===== src/inc/mx_defs.svh =====
// constants and bit positions shared by both ends of the mixer stream link
// Function
// - source drives 16-bit samples on stream clock
// - source valid only with a real sample
// - sideband 128 bits, timestamp in 63:0
// - gate 71:64, sync 79:72, pulse-per-second 87:80
// - bits 91:88 give samples per clock
// - bit 92: 0 in-phase, 1 quadrature
// - bits 94:93 format 8/16/24/32-bit
// - bit 95: 0 real, 1 complex
// - channel in 103:96, 127:104 reserved
// - output data twice the output resolution
// - output valid only with a mixed result
// - oscillator supplies 18-bit complex samples
// - oscillator I in 17:0, Q 41:24
// - oscillator valid only with a sample
// - mode: bypass, mixer, oscillator, zero; reset bypass
// - stream clock, active-low reset: synchronous in the mixer, asynchronous in the peer
`ifndef MX_DEFS_SVH
`define MX_DEFS_SVH

// ==========================================================
// stream widths
`define MX_IN_W        16
`define MX_USER_W      128
`define MX_OSC_W       48
`define MX_OSC_RES     18
`define MX_OSC_I_LSB   0
`define MX_OSC_Q_LSB   24
`define MX_OUT_RES_DEF 16
`define MX_PROD_W      34

// ==========================================================
// sideband field positions
`define MX_TS_MSB      63
`define MX_CHAN_LSB    96
`define MX_CHAN_MSB    103
`define MX_RSV_LSB     104
`define MX_RSV_W       24

// ==========================================================
// reset values
`define MX_MODE_RST    2'h0

// ==========================================================
// peer register byte offsets
`define MX_A_CTRL      8'h00
`define MX_A_SAMPLE    8'h04
`define MX_A_USER0     8'h08
`define MX_A_USER1     8'h0C
`define MX_A_USER2     8'h10
`define MX_A_USER3     8'h14
`define MX_A_OSC_I     8'h18
`define MX_A_OSC_Q     8'h1C
`define MX_A_OUT_I     8'h20
`define MX_A_OUT_Q     8'h24
`define MX_A_OUT_TS    8'h28
`define MX_A_STATUS    8'h2C

`endif


===== src/inc/mx_pkg.sv =====
// types shared by both ends of the mixer stream link
package mx_pkg;

    // ==========================================================
    // operating modes, in setting order 00..11
    typedef enum logic [1:0] {
        MX_BYPASS,
        MX_MIX,
        MX_OSC,
        MX_ZERO
    } mx_mode_t;

    // ==========================================================
    // sample format codes
    typedef enum logic [1:0] {
        MX_FMT8,
        MX_FMT16,
        MX_FMT24,
        MX_FMT32
    } mx_fmt_t;

    // ==========================================================
    // sideband word, msb first
    typedef struct packed {
        logic [23:0] rsv;
        logic [7:0]  chan;
        logic        cplx;
        mx_fmt_t     fmt;
        logic        quad;
        logic [3:0]  spc;
        logic [7:0]  pulse_per_second;
        logic [7:0]  sync;
        logic [7:0]  gate;
        logic [63:0] ts;
    } mx_user_t;

endpackage : mx_pkg


===== src/inc/mx_if.sv =====
// stream link between the mixer and its surrounding logic
`timescale 1ns/100ps
`include "mx_defs.svh"

interface mx_if
    import mx_pkg::*;
#(
    parameter int OUT_RES = `MX_OUT_RES_DEF
);
    logic [`MX_IN_W-1:0]   in_data;
    logic                  in_valid;
    logic [`MX_USER_W-1:0] in_user;
    logic [`MX_OSC_W-1:0]  osc_data;
    logic                  osc_valid;
    logic [2*OUT_RES-1:0]  out_data;
    logic                  out_valid;
    logic [`MX_USER_W-1:0] out_user;
    mx_mode_t              mode;

    modport dev (
        input  in_data,
        input  in_valid,
        input  in_user,
        input  osc_data,
        input  osc_valid,
        input  mode,
        output out_data,
        output out_valid,
        output out_user
    );

    modport peer (
        output in_data,
        output in_valid,
        output in_user,
        output osc_data,
        output osc_valid,
        output mode,
        input  out_data,
        input  out_valid,
        input  out_user
    );
endinterface : mx_if


===== src/rtl/mx_peer.sv =====
// surrounding-logic end: AHB-Lite registers feed the streams and capture results
//
// The AHB-Lite register port and the address map were decided locally.
`timescale 1ns/100ps
`include "mx_defs.svh"

module mx_peer
    import mx_pkg::*;
#(
    parameter int OUT_RES = `MX_OUT_RES_DEF
)(
    input  wire logic        hclk,
    input  wire logic        hresetn,
    input  wire logic        hsel,
    input  wire logic [31:0] haddr,
    input  wire logic [1:0]  htrans,
    input  wire logic        hwrite,
    input  wire logic [2:0]  hsize,
    input  wire logic [31:0] hwdata,
    input  wire logic        hready,
    output logic             hreadyout,
    output logic             hresp,
    output logic [31:0]      hrdata,
    mx_if.peer               lnk
);

    // ==========================================================
    // elaboration checks
    if (OUT_RES < 2 || OUT_RES > 32) begin : g_bad_res
        $error("mx_peer: OUT_RES must fit one bus word");
    end
    if ($bits(lnk.out_data) != 2 * OUT_RES) begin : g_bad_if
        $error("mx_peer: interface width mismatch");
    end

    // ==========================================================
    // state
    logic                     wr_q;
    logic                     rd_q;
    logic [7:0]               addr_q;
    logic                     hreadyout_q;
    logic [31:0]              hrdata_q;
    mx_mode_t                 mode_q;
    logic [`MX_RSV_LSB-1:0]   user_q;
    logic [`MX_IN_W-1:0]      in_data_q;
    logic                     in_valid_q;
    logic [`MX_OSC_RES-1:0]   osc_i_q;
    logic [`MX_OSC_RES-1:0]   osc_q_q;
    logic                     osc_valid_q;
    logic [OUT_RES-1:0]       cap_i_q;
    logic [OUT_RES-1:0]       cap_q_q;
    logic [`MX_USER_W-1:0]    cap_user_q;
    logic                     seen_q;
    logic [7:0]               cnt_q;
    logic                     take;
    logic                     wr_hit;

    assign take   = hsel && htrans[1] && hready;
    assign wr_hit = wr_q && hready;

    function automatic logic [31:0] rd_mux(input logic [7:0] a);
        case (a)
            `MX_A_CTRL:   return {30'h0, mode_q};
            `MX_A_SAMPLE: return {16'h0, in_data_q};
            `MX_A_USER0:  return user_q[31:0];
            `MX_A_USER1:  return user_q[63:32];
            `MX_A_USER2:  return user_q[95:64];
            `MX_A_USER3:  return {24'h0, user_q[`MX_CHAN_MSB:`MX_CHAN_LSB]};
            `MX_A_OSC_I:  return {14'h0, osc_i_q};
            `MX_A_OSC_Q:  return {14'h0, osc_q_q};
            `MX_A_OUT_I:  return 32'(cap_i_q);
            `MX_A_OUT_Q:  return 32'(cap_q_q);
            `MX_A_OUT_TS: return cap_user_q[31:0];
            `MX_A_STATUS: return {cap_user_q[`MX_CHAN_MSB:`MX_CHAN_LSB], 8'h0, cnt_q, 7'h0, seen_q};
            default:      return 32'h0;
        endcase
    endfunction : rd_mux

    // ==========================================================
    // bus phases; reads take one wait state so a write just before lands first
    always_ff @(posedge hclk or negedge hresetn) begin
        if (!hresetn) begin
            wr_q        <= 1'b0;
            rd_q        <= 1'b0;
            addr_q      <= 8'h00;
            hreadyout_q <= 1'b1;
            hrdata_q    <= 32'h0;
        end else begin
            if (hready) begin
                wr_q   <= take && hwrite;
                rd_q   <= take && !hwrite;
                addr_q <= haddr[7:0];
            end
            hreadyout_q <= !(take && !hwrite);
            if (rd_q && !hreadyout_q) begin
                hrdata_q <= rd_mux(addr_q);
            end
        end
    end

    // ==========================================================
    // configuration registers
    always_ff @(posedge hclk or negedge hresetn) begin
        if (!hresetn) begin
            mode_q  <= mx_mode_t'(`MX_MODE_RST);
            user_q  <= '0;
            osc_i_q <= '0;
            osc_q_q <= '0;
        end else if (wr_hit) begin
            case (addr_q)
                `MX_A_CTRL:  mode_q <= mx_mode_t'(hwdata[1:0]);
                `MX_A_USER0: user_q[31:0] <= hwdata;
                `MX_A_USER1: user_q[`MX_TS_MSB:32] <= hwdata;
                `MX_A_USER2: user_q[95:64] <= hwdata;
                `MX_A_USER3: user_q[`MX_CHAN_MSB:`MX_CHAN_LSB] <= hwdata[7:0];
                `MX_A_OSC_I: osc_i_q <= hwdata[`MX_OSC_RES-1:0];
                `MX_A_OSC_Q: osc_q_q <= hwdata[`MX_OSC_RES-1:0];
                default: begin
                end
            endcase
        end
    end

    // ==========================================================
    // stream beats: one write fires exactly one valid cycle
    always_ff @(posedge hclk or negedge hresetn) begin
        if (!hresetn) begin
            in_data_q   <= '0;
            in_valid_q  <= 1'b0;
            osc_valid_q <= 1'b0;
        end else begin
            in_valid_q  <= wr_hit && (addr_q == `MX_A_SAMPLE);
            osc_valid_q <= wr_hit && (addr_q == `MX_A_OSC_Q);
            if (wr_hit && (addr_q == `MX_A_SAMPLE)) begin
                in_data_q <= hwdata[`MX_IN_W-1:0];
            end
        end
    end

    // ==========================================================
    // result capture; no ready exists, so every beat is taken
    always_ff @(posedge hclk or negedge hresetn) begin
        if (!hresetn) begin
            cap_i_q    <= '0;
            cap_q_q    <= '0;
            cap_user_q <= '0;
            cnt_q      <= 8'h00;
        end else if (lnk.out_valid) begin
            cap_i_q    <= lnk.out_data[OUT_RES-1:0];
            cap_q_q    <= lnk.out_data[2*OUT_RES-1:OUT_RES];
            cap_user_q <= lnk.out_user;
            cnt_q      <= cnt_q + 8'h01;
        end
    end

    // a result in the clearing cycle keeps the flag set
    always_ff @(posedge hclk or negedge hresetn) begin
        if (!hresetn) begin
            seen_q <= 1'b0;
        end else if (lnk.out_valid) begin
            seen_q <= 1'b1;
        end else if (wr_hit && (addr_q == `MX_A_STATUS) && hwdata[0]) begin
            seen_q <= 1'b0;
        end
    end

    // ==========================================================
    // outputs
    assign hreadyout     = hreadyout_q;
    assign hresp         = 1'b0;
    assign hrdata        = hrdata_q;
    assign lnk.mode      = mode_q;
    assign lnk.in_data   = in_data_q;
    assign lnk.in_valid  = in_valid_q;
    // reserved sideband bits always go out as zero
    assign lnk.in_user   = {`MX_RSV_W'(0), user_q};
    assign lnk.osc_data  = {6'h0, osc_q_q, 6'h0, osc_i_q};
    assign lnk.osc_valid = osc_valid_q;

endmodule : mx_peer


===== src/flat_wrapper.sv =====
// flat-port wrapper written by rule: the top's interface ports become plain ports
module mx_peer_flat import mx_pkg::*;
#(
    parameter int OUT_RES = `MX_OUT_RES_DEF
)
  (hclk, hresetn, hsel, haddr, htrans, hwrite, hsize, hwdata, hready, hreadyout, hresp, hrdata, lnk_in_data, lnk_in_valid, lnk_in_user, lnk_osc_data, lnk_osc_valid, lnk_mode, lnk_out_data, lnk_out_valid, lnk_out_user);
  mx_if #(.OUT_RES(OUT_RES)) lnk_i ();
  input  wire logic hclk;
  input  wire logic hresetn;
  input  wire logic hsel;
  input  wire logic [31:0] haddr;
  input  wire logic [1:0] htrans;
  input  wire logic hwrite;
  input  wire logic [2:0] hsize;
  input  wire logic [31:0] hwdata;
  input  wire logic hready;
  output logic hreadyout;
  output logic hresp;
  output logic [31:0] hrdata;
  output wire logic [$bits(lnk_i.in_data)-1:0] lnk_in_data;
  output wire logic [$bits(lnk_i.in_valid)-1:0] lnk_in_valid;
  output wire logic [$bits(lnk_i.in_user)-1:0] lnk_in_user;
  output wire logic [$bits(lnk_i.osc_data)-1:0] lnk_osc_data;
  output wire logic [$bits(lnk_i.osc_valid)-1:0] lnk_osc_valid;
  output wire logic [$bits(lnk_i.mode)-1:0] lnk_mode;
  input wire logic [$bits(lnk_i.out_data)-1:0] lnk_out_data;
  input wire logic [$bits(lnk_i.out_valid)-1:0] lnk_out_valid;
  input wire logic [$bits(lnk_i.out_user)-1:0] lnk_out_user;
  assign lnk_in_data = lnk_i.in_data;
  assign lnk_in_valid = lnk_i.in_valid;
  assign lnk_in_user = lnk_i.in_user;
  assign lnk_osc_data = lnk_i.osc_data;
  assign lnk_osc_valid = lnk_i.osc_valid;
  assign lnk_mode = lnk_i.mode;
  assign lnk_i.out_data = lnk_out_data;
  assign lnk_i.out_valid = lnk_out_valid;
  assign lnk_i.out_user = lnk_out_user;
  mx_peer #(.OUT_RES(OUT_RES)) u_core (.hclk(hclk), .hresetn(hresetn), .hsel(hsel), .haddr(haddr), .htrans(htrans), .hwrite(hwrite), .hsize(hsize), .hwdata(hwdata), .hready(hready), .hreadyout(hreadyout), .hresp(hresp), .hrdata(hrdata), .lnk(lnk_i));
endmodule

===== config.mk =====
export PLATFORM = sky130hd
export DESIGN_NAME = mx_peer_flat
export DESIGN_NICKNAME = d
export VERILOG_FILES = /design/src/inc/mx_pkg.sv /design/src/inc/mx_if.sv /design/src/rtl/mx_peer.sv /design/src/flat_wrapper.sv
export VERILOG_INCLUDE_DIRS = /design/src /design/src/inc
export SDC_FILE = /design/constraint.sdc
export NUM_CORES = 1
export LEC_CHECK = 0
export BUFFER_PORTS_ARGS = -buffer_cell sky130_fd_sc_hd__buf_2
export CAP_MARGIN = 20
export CORE_MARGIN = 10
export CORE_UTILIZATION = 38
export DETAILED_ROUTE_END_ITERATION = 10
export PLACE_DENSITY = 0.75
export SYNTH_ARGS = -nofsm -noshare
export SYNTH_HDL_FRONTEND = slang
export SYNTH_SLANG_ARGS = --single-unit

===== constraint.sdc =====
create_clock -name hclk -period 6.1 [get_ports hclk]
set_input_delay 1.22 -clock hclk [delete_from_list [all_inputs] [get_ports hclk]]
set_output_delay 1.22 -clock hclk [all_outputs]
set_load 0.02 [all_outputs]

# == Yosys cells after proc, flatten, opt, wreduce, memory -nomap -nowiden ==
# Index checks and enable logic that the tools add are counted.
# classes
addsub,1
n_eq_ne,11
muxes,3
n_reduce_logical,22
# op_table
op,count
$pmux 32 s12,1
$eq 8x5->1 const B,4
$eq 8x6->1 const B,4
$eq 8x4->1 const B,2
$reduce_and 2->1,7
$logic_and 1x1->1,10
$add 8x1->8 const B,1
$eq 8x3->1 const B,1
$logic_not 8->1,1
$logic_not 1->1,3
$mux 1,2
$reduce_bool 2->1,1
# totals
register_bits,348
inputBits,235
out_inout_bits,230
wordCells,57

# == Longest topological paths before layout ==
# Gate-level depths: netlist of the first run.
# depth
depth_word,5
ltp_mapped,9
ltp_nobuf,5

# == Worst setup path before layout of the first run ==
# Ideal clock, no wire load.
# synth_timing
kind,input to register
startpoint,input port hready
endpoint,register u_core.in_data_q[10] (netlist: u_core.lnk.in_data[10])
t_arrival_ps,2732
required_time_ps,5975
slack_ps,3243
cell_stages,5
path_cell_list,buf_2 nand2_1 nor4_4 buf_6 mux2_2
# synth_via
elab_chain_cells,2
# synth_rtl
element,line_no,rtl
from (decl),flat_wrapper.sv:16,input wire logic hready;
$logic_and 1x1->1,mx_peer.sv:59,assign wr_hit = wr_q && hready;
$logic_and 1x1->1,mx_peer.sv:134,if (wr_hit && (addr_q == `MX_A_SAMPLE)) begin
to (signal assigned),mx_peer.sv:135,in_data_q <= hwdata[`MX_IN_W-1:0];
to (decl),mx_peer.sv:45,logic [`MX_IN_W-1:0] in_data_q;
# Every way passes these cells.
# A chain may end at the register's enable or synchronous reset.

# == Worst setup path in the final report of the first run ==
# layout_timing
startpoint,register u_core.addr_q[4]
endpoint,register u_core.user_q[28]
# layout_via
elab_chain_cells,2
# layout_rtl
element,line_no,rtl
from (decl),mx_peer.sv:40,logic [7:0] addr_q;
from (signal assigned),mx_peer.sv:92,addr_q <= haddr[7:0];
$eq 8x4->1,mx_peer.sv:110,case (addr_q)
$reduce_and 2->1 (no source line),--,
to (signal assigned),mx_peer.sv:112,`MX_A_USER0: user_q[31:0] <= hwdata;
"to (signal, indexed assignment)",mx_peer.sv:113,`MX_A_USER1: user_q[`MX_TS_MSB:32] <= hwdata;
"to (signal, indexed assignment)",mx_peer.sv:115,`MX_A_USER3: user_q[`MX_CHAN_MSB:`MX_CHAN_LSB] <= hwdata[7:0];
to (decl),mx_peer.sv:44,logic [`MX_RSV_LSB-1:0] user_q;
# Every way passes these cells.

==> flow_summary.toml, run 1 <==
[cts]
cts_setup_buffers = 0
root_buffer = "clkbuf_16"
clockBufferDepth = 3
cts_resized = 0
ctsHtreeMaxLevel = 1
ctsHoldBuffers = 0
cts_tree = "yes"
clock_latency_ns = 0.58
clkSinkCount = 284
clk_pin_slew_worst_paths_ns = 0.06
numCtsBuffers = 31

[sta]
min_period_over_period = 0.547
fin_tns_setup_ns = 0
rsz0062_at_grt = "no"
finalClockSkew_ns = 0.0261
finalSetupViolations = 0
fmax_mhz = 300
slew_headroom = 0.136
slew_viol_final = 0
worst_hold_slack_ns = 0.473
final_hold_viol_count = 0
min_period_ns = 3.34
tightest_slew_ns = 1.29

[logic_synthesis]
async_reset_ff_frac = 1.00
synth_area_sq_mm = 0.0129
ys_warn_count = 0
ys_types = 67
synth_area_leaders = "dfrtp_1 (55%), mux2_2 (20%), a22oi_1 (3.1%), buf_4 (2.9%), mux2i_1 (1.3%)"
synth_seq_area_share = 0.553
synth_seq_cells = 284
syn-instance-count = 957
syn_avg_cell_area_sq_um = 13.4
dominantRegCellSynth = "dfrtp_1"
synth-edff-count = 0
synth.top_cell.area_share = 0.551
synth_top_area_cell = "dfrtp_1"

[cells_and_area]
fin_util = 0.473
finalNetCount = 1498
mostFrequentLayoutCells = "buf_2 (310), dfrtp_1 (282), mux2_2 (233), a22oi_1 (53), conb_1 (37)"
final_common_cell = "buf_2"
design_area_sq_mm = 0.0158
synthToLayoutAreaGrowth_pct = 23.0
drive_above_1_share = 0.507

[detailed_routing]
totalWireLength_mm = 47.5
initialDrtViolationCount = 1033
drtPass1Iterations = 8
wl_met3_mm = 4.27
via_count = 9908
drc = 0
wire_per_inst_um = 27.3
ant_nets = 0
dr_wl_met2_mm = 21.8
routed_via_density = 5.70
top_layer_used = "met5"
drt-met1-wl_mm = 19.2

[global_routing]
grt_first_pass_wirelength_mm = 68.1
grt_pass1_vias = 9985
antenna_found_initial = 9
grt_max_degree = 114
grt_use_total = 0.218
overflow = 0

[die]
core-area_sq_mm = 0.0334
die_y_um = 204
die_w_um = 204
die_area_sq_mm = 0.0416
row_count = 67
pin_count = 465
start_util = 0.384

[critical_path]
r2r_cells = 5
crit_path_start_kind = "flip-flop"
endpoint_kind = "flip-flop"
cp.arrival_ns = 3.78
r2r_end = "u_core.user_q[28]"
crit_path_max_fanout = 26
crit_type = "reg2reg"
rrSetupSlack_ns = 2.76
worst_r2r_startpoint = "u_core.addr_q[4]"
crit_required_ns = 6.54

[pwr]
max-vdd-ir-drop_mv = 0.204
p_leak_nw = 8.00
powerDensity_mw_per_mm2 = 283

[hold_path]
hold_end = "u_core.hrdata[22]"
worstHoldStart = "u_core.hrdata[22]"
whs_path_depth = 1
hold_path.class = "reg2reg"

[job]
drv_cap = 0

[placement]
io_buffer_count = 311
hpwlAfterDp_mm = 33.7
place_area_sq_mm = 0.0147
place_congestion = 0.854

[outcome]
outcome = "completed"
==> per-layer routing <==
metal	GRT usage	vias to the layer above
met5	0	-
met4	0.113	2
met3	0.0450	120
met2	0.337	561
met1	0.283	5092
li1	-	4133
==> how the worst max path moves through the flow <==
stage                     startpoint                     end  slack [ns]  cells after the start
floorplan                     hready  u_core.lnk.in_data[10]        3.24                      5
global placement              hready       u_core.user_q[22]        2.36                      5
detailed placement            hready       u_core.user_q[19]        2.32                      5
CTS                 u_core.addr_q[4]       u_core.user_q[28]        2.84                      5
global route        u_core.addr_q[4]       u_core.user_q[28]        2.74                      5
finish              u_core.addr_q[4]       u_core.user_q[28]        2.76                      5
==> state kept, by name (all words and copies together) (netlist names) <==
signal,cells
u_core.user_q,104
u_core.cap_user_q,40
u_core.hrdata,32
u_core.osc_i_q,18
u_core.osc_q_q,18
u_core.cap_i_q,16
u_core.cap_q_q,16
u_core.lnk.in_data,16
u_core.addr_q,8
u_core.cnt_q,8
u_core.lnk.mode,2
u_core.hreadyout,1
u_core.lnk.in_valid,1
u_core.lnk.osc_valid,1
u_core.rd_q,1
u_core.seen_q,1
u_core.wr_q,1
==> stage by stage <==
stage | power [mW] | cells | setup slack (ns)
2_1_floorplan | 2.34 | 993 | 3.24
3_3_place_gp | 2.52 | 1675 | 2.36
3_5_place_dp | 2.53 | 1677 | 2.32
4_1_cts | 4.49 | 1731 | 2.84
5_1_grt | 4.61 | 1737 | 2.74
6_report | 4.47 | 1737 | 2.76
==> cell usage after synthesis (15+ instances only) <==
cell type and n:
a21o_1 15, a21oi_1 26, a22oi_1 53, buf_4 49, clkbuf_1 25, dfrtp_1 283
mux2_2 233, mux2i_1 17, nand2_1 23, nand3_1 18, nor2_1 17, o21ai_0 16
==> worst max-delay path: stages, from the launching register on <==
cell	delay, ns
dfrtp_1	0.35
buf_4	0.25
or4_1	1.00
nor3_4	0.62
buf_4	0.53
mux2_2	0.41
==> power by group <==
| part | internal, mW | total, mW | switching, mW |
|---|---|---|---|
| Sequential | 1.98 | 2.08 | 0.0945 |
| Combinational | 0.170 | 0.435 | 0.265 |
| Clock | 1.18 | 1.96 | 0.780 |
| Total | 3.33 | 4.47 | 1.14 |
==> cell type report <==
cell class,count,area [sq um]
flip-flops and latches,284,7110
well taps,448,561
multi-input cells,605,5280
repair buffers,337,1770
diodes,6,15.0
clock buffers,40,880
clock inverters,14,180
inverters,3,11.3
fillers,3063,17600
==> cell families (layout without fill, tap and decap cells) <==
logic type,count (synthesis),in the layout,synth area share
simple gates,119,119,0.0605
fa+ha+maj,1,1,0.000973
xor+xnor,7,7,0.00477
mux,258,258,0.225
buf+inv,104,394,0.0501
compound gates,183,183,0.105
other cells,1,43,0.000292
flops,284,284,0.553
Power figures use the tool's default switching activity.
==> inputs of run 2 (changes only) <==
- PLACE_DENSITY: 0.75 -> 0.77
- clock period: 6.1 -> 2.9 ns (I/O delays scaled with it)
==> run 2 against run 1 <==
  * Flip-flop and latch count unchanged
  * Maximum frequency rose by 28%
  * Critical path depth is 1 lower
  * Sequential power is 110% higher
  * First-iteration DRC count decreased by 19%
  * Largest power group unchanged
  * Wire length is essentially flat
  * Cell area increased by 1.7%
  * Die area is the same
==> flow_summary.toml, run 2 (synthesis results as in run 1) <==
[sta]
worst_hold_slack_ns = 0.0133
finalClockSkew_ns = 0.00605
slew_viol_final = 0
rsz0062_at_grt = "no"
min_period_over_period = 0.897
slew_headroom = 0.449
final_hold_viol_count = 0
fmax_mhz = 384
finalSetupViolations = 0
tightest_slew_ns = 0.825
fin_tns_setup_ns = 0
min_period_ns = 2.60
setup_ws_ns = 0.298

[critical_path]
path_delay_family = "simple AND/OR/NAND/NOR gates"
cp_num_buf_inv = 0
endpoint_kind = "flip-flop"
crit_path_start_kind = "flip-flop"
crit_slowest_cell = "or4b_4"
crit_required_ns = 3.33
max_stage_delay_ns = 0.77
crit_chain = "or4b_4, nor2_8, nand3_4, mux2_4"
crit_path_max_fanout = 18
cp.arrival_ns = 3.04
crit_type = "reg2reg"

[pwr]
powerDensity_mw_per_mm2 = 576
max-vdd-ir-drop_mv = 0.427
p_leak_nw = 8.16

[detailed_routing]
drc = 0
via_count = 9932
wire_per_inst_um = 26.9
drtPass1Iterations = 5
totalWireLength_mm = 47.5
initialDrtViolationCount = 832
routed_via_density = 5.63
ant_nets = 0

[cts]
ctsHtreeMaxLevel = 1
root_buffer = "clkbuf_16"
numCtsBuffers = 31
cts_setup_buffers = 0
clkSinkCount = 284
clk_pin_slew_worst_paths_ns = 0.06
ctsHoldBuffers = 0
clock_latency_ns = 0.55
clockBufferDepth = 3
cts_resized = 0
cts_tree = "yes"

[die]
pin_count = 465
die_w_um = 204
die_y_um = 204
core-area_sq_mm = 0.0334
die_area_sq_mm = 0.0416
start_util = 0.384
row_count = 67

[cells_and_area]
synthToLayoutAreaGrowth_pct = 25.1
fin_util = 0.481
final_common_cell = "buf_2"
mostFrequentLayoutCells = "buf_2 (309), dfrtp_1 (282), mux2_2 (233), a22oi_1 (53), buf_4 (48)"
regMostFlops = "u_core.user_q"
design_area_sq_mm = 0.0161
n_fill_cell = 2959
drive_above_1_share = 0.513
finalNetCount = 1528
largest_reg_flops = 104

[outcome]
outcome = "completed"

[placement]
io_buffer_count = 311
hpwlAfterDp_mm = 34.8
place_area_sq_mm = 0.0151
dp_slack_ns = 0.336
place_congestion = 0.896

[global_routing]
grt_max_degree = 82
overflow = 0
grt_first_pass_wirelength_mm = 69.5
grt_pass1_vias = 10500
grt_use_total = 0.221
antenna_found_initial = 3

[job]
drv_cap = 0

[hold_path]
hold_path.class = "in2async"
run 2: cell types whose count changed in the layout (fill, tap and decap cells not counted), sizes merged:
cell      change
clkbuf        +9
diode         -5
buf          +30
clkinv        -2
bufinv        -2
inv           -2
clkinvlp      -1
run 2: area by class of cell:
type / count / area, sq um / share of cell area
Timing Repair Buffer: 367 / 2100 / 0.131
Sequential cell: 284 / 7110 / 0.442
Antenna cell: 1 / 2.50 / 0.000156
Clock inverter: 7 / 88.8 / 0.00553
Inverter: 3 / 11.3 / 0.000701
Tap cell: 448 / 561 / 0.0349
Clock buffer: 49 / 923 / 0.0574
Multi-Input combinational cell: 605 / 5280 / 0.328
run 2: path summary, 6_finish.rpt:
kind / start / to / slack [ns] / cells past startpoint
worst max-delay path: u_core.addr_q[5] / u_core.osc_i_q[14] / 0.30 / 4
worst min-delay path: hresetn / u_core.cap_i_q[5] / 0.01 / 1
worst max register to register: u_core.addr_q[5] / u_core.osc_i_q[14] / 0.30 / 4
worst min register to register: u_core.hrdata[18] / u_core.hrdata[18] / 0.47 / 1
max in group asynchronous: hresetn / u_core.user_q[22] / 2.06 / 2
min in group hclk: lnk_out_data[2] / u_core.cap_i_q[2] / 0.26 / 2
run 2: per-stage QoR:
step	total power [mW]	std cells
6_report	9.26	1764
5_1_grt	9.60	1763
4_1_cts	9.32	1763
3_5_place_dp	5.37	1707
3_3_place_gp	5.34	1707
2_1_floorplan	4.93	993
run 2: where the power goes:
part | internal [mW] | switching [mW] | leakage, nW | total, mW
registers | 4.17 | 0.208 | 3.76 | 4.38
clock network | 2.34 | 1.59 | 0.499 | 3.93
logic | 0.387 | 0.564 | 3.90 | 0.951
total | 6.90 | 2.36 | 8.16 | 9.26
run 2: per-layer routing:
| metal | global-route usage | vias to the layer above | part of all wire |
|---|---|---|---|
| met5 | 0 | - | 0.00072 |
| met4 | 0.0933 | 6 | 0.043 |
| met2 | 0.351 | 559 | 0.46 |
| met3 | 0.0675 | 124 | 0.11 |
| met1 | 0.273 | 5038 | 0.39 |
| li1 | - | 4205 | - |
==> inputs of run 3 (changes only) <==
- PLACE_DENSITY: 0.77 -> 0.75
- clock period: 2.9 -> 3.3 ns (I/O delays scaled with it)
==> run 3 against run 2 <==
  * Core utilization is 0.42 points lower
  * Flip-flop and latch count stayed put
  * Via count is 0.55% higher
  * Critical path depth is 1 higher
  * Non-clock buffer count is 6 lower
  * Combinational power is 13% lower
  * Sequential share of layout area is 0.39 points higher
  * Clock power is 16% lower
  * Maximum frequency is 7.0% lower
  * Cell area is 0.87% lower
  * Global-route usage is 0.17 points lower
  * Sequential power is 12% lower
  * Critical endpoint is now u_core.user_q[29]
  * Largest cell class unchanged
  * Highest routed layer unchanged
==> flow_summary.toml, run 3 (synthesis results as in run 1) <==
[outcome]
outcome = "completed"

[sta]
finalClockSkew_ns = 0.0168
min_period_ns = 2.80
tightest_slew_ns = 0.873
fin_tns_setup_ns = 0
min_period_over_period = 0.848
finalSetupViolations = 0
rsz0062_at_grt = "no"
fmax_mhz = 358
slew_viol_final = 0
final_hold_viol_count = 0
slew_headroom = 0.418

[cts]
cts_tree = "yes"
cts_resized = 0
ctsHoldBuffers = 0
root_buffer = "clkbuf_16"
cts_setup_buffers = 0
clkSinkCount = 284
numCtsBuffers = 31
clk_pin_slew_worst_paths_ns = 0.06
ctsHtreeMaxLevel = 1
clock_latency_ns = 0.56
clockBufferDepth = 3

[critical_path]
cp.arrival_ns = 3.24
crit_path_start_kind = "flip-flop"
crit_required_ns = 3.74
crit_type = "reg2reg"
worst_r2r_startpoint = "u_core.addr_q[2]"
startpoint = "u_core.addr_q[2]"
crit_path_max_fanout = 17
endpoint_kind = "flip-flop"

[cells_and_area]
n_fill_cell = 3028
mostFrequentLayoutCells = "buf_2 (309), dfrtp_1 (282), mux2_2 (233), a22oi_1 (53), buf_4 (47)"
finalNetCount = 1522
synthToLayoutAreaGrowth_pct = 24.0
drive_above_1_share = 0.513
final_common_cell = "buf_2"
regMostFlops = "u_core.user_q"
design_area_sq_mm = 0.0159
largest_reg_flops = 104

[global_routing]
overflow = 0
grt_use_total = 0.219
grt_pass1_vias = 10400
antenna_found_initial = 9
grt_first_pass_wirelength_mm = 69.1
grt_max_degree = 70

[pwr]
powerDensity_mw_per_mm2 = 500
p_leak_nw = 8.09
max-vdd-ir-drop_mv = 0.361

[die]
start_util = 0.384
core-area_sq_mm = 0.0334
pin_count = 465
die_w_um = 204
row_count = 67
die_y_um = 204
die_area_sq_mm = 0.0416

[placement]
place_area_sq_mm = 0.0150
place_congestion = 0.890
io_buffer_count = 311
hpwlAfterDp_mm = 35.0

[detailed_routing]
wire_per_inst_um = 26.9
initialDrtViolationCount = 1008
drc = 0
totalWireLength_mm = 47.5
drtPass1Iterations = 5
via_count = 9987
ant_nets = 0
routed_via_density = 5.65

[job]
drv_cap = 0

[hold_path]
hold_path.class = "in2async"
## run 3: cell count changes in the layout (fill, tap and decap cells not counted)
cell        change
buf_12          -5
buf_4           -1
bufinv_16       -1
clkbuf_1        -2
clkbuf_8        -5
clkinv_2        +8
clkinvlp_4      +1
diode_2         +7
inv_6           +1
## run 3: path summary, 6_finish.rpt
check	to	slack [ns]	depth (start not counted)
max in group asynchronous	u_core.hreadyout	2.36	2
hold reg to reg	u_core.hrdata[24]	0.47	1
hold / removal	u_core.user_q[69]	0.07	1
setup / recovery	u_core.user_q[29]	0.50	5
setup reg to reg	u_core.user_q[29]	0.50	5
min in group hclk	u_core.cap_i_q[3]	0.32	2
## run 3: layout make-up
| cell class | instances | area (sq um) | area share |
|---|---|---|---|
| clock inverter | 16 | 115 | 0.00722 |
| tap | 448 | 561 | 0.0352 |
| sequential | 284 | 7110 | 0.446 |
| antenna | 8 | 20.0 | 0.00126 |
| clock buffer | 42 | 847 | 0.0532 |
| inverter | 3 | 11.3 | 0.000707 |
| timing repair buffer | 361 | 1990 | 0.125 |
| multi-input combinational | 605 | 5280 | 0.331 |
## run 3: worst max-delay path, stage by stage (launching register included)
cell,delay [ns]
dfrtp_1,0.58
or4b_1,0.89
buf_4,0.30
nor3_4,0.13
buf_4,0.37
mux2_2,0.38
## run 3: routing by layer
metal / routed length, um / global-route usage
met2: 21700 / 0.342
met4: 2270 / 0.103
met1: 19300 / 0.282
met5: 21 / 0
met3: 4200 / 0.0521
## run 3: power by group
part / leakage [nW] / total, mW / internal [mW] / switching (mW)
registers: 3.76 / 3.84 / 3.66 / 0.177
clock network: 0.483 / 3.30 / 1.87 / 1.43
logic: 3.85 / 0.826 / 0.333 / 0.493
## run 3: per-stage QoR
| step | hold slack (ns) | instances | setup WS [ns] | total power, mW | util |
|---|---|---|---|---|---|
| floorplan | 0.364 | 993 | 1.00 | 4.33 | - |
| global placement | 0.456 | 1701 | 0.571 | 4.68 | 0.447 |
| detailed placement | 0.460 | 1701 | 0.569 | 4.71 | 0.447 |
| CTS | 0.0871 | 1759 | 0.547 | 7.99 | 0.476 |
| global route | 0.108 | 1765 | 0.472 | 8.24 | 0.476 |
| finish | 0.0741 | 1767 | 0.503 | 7.97 | 0.476 |
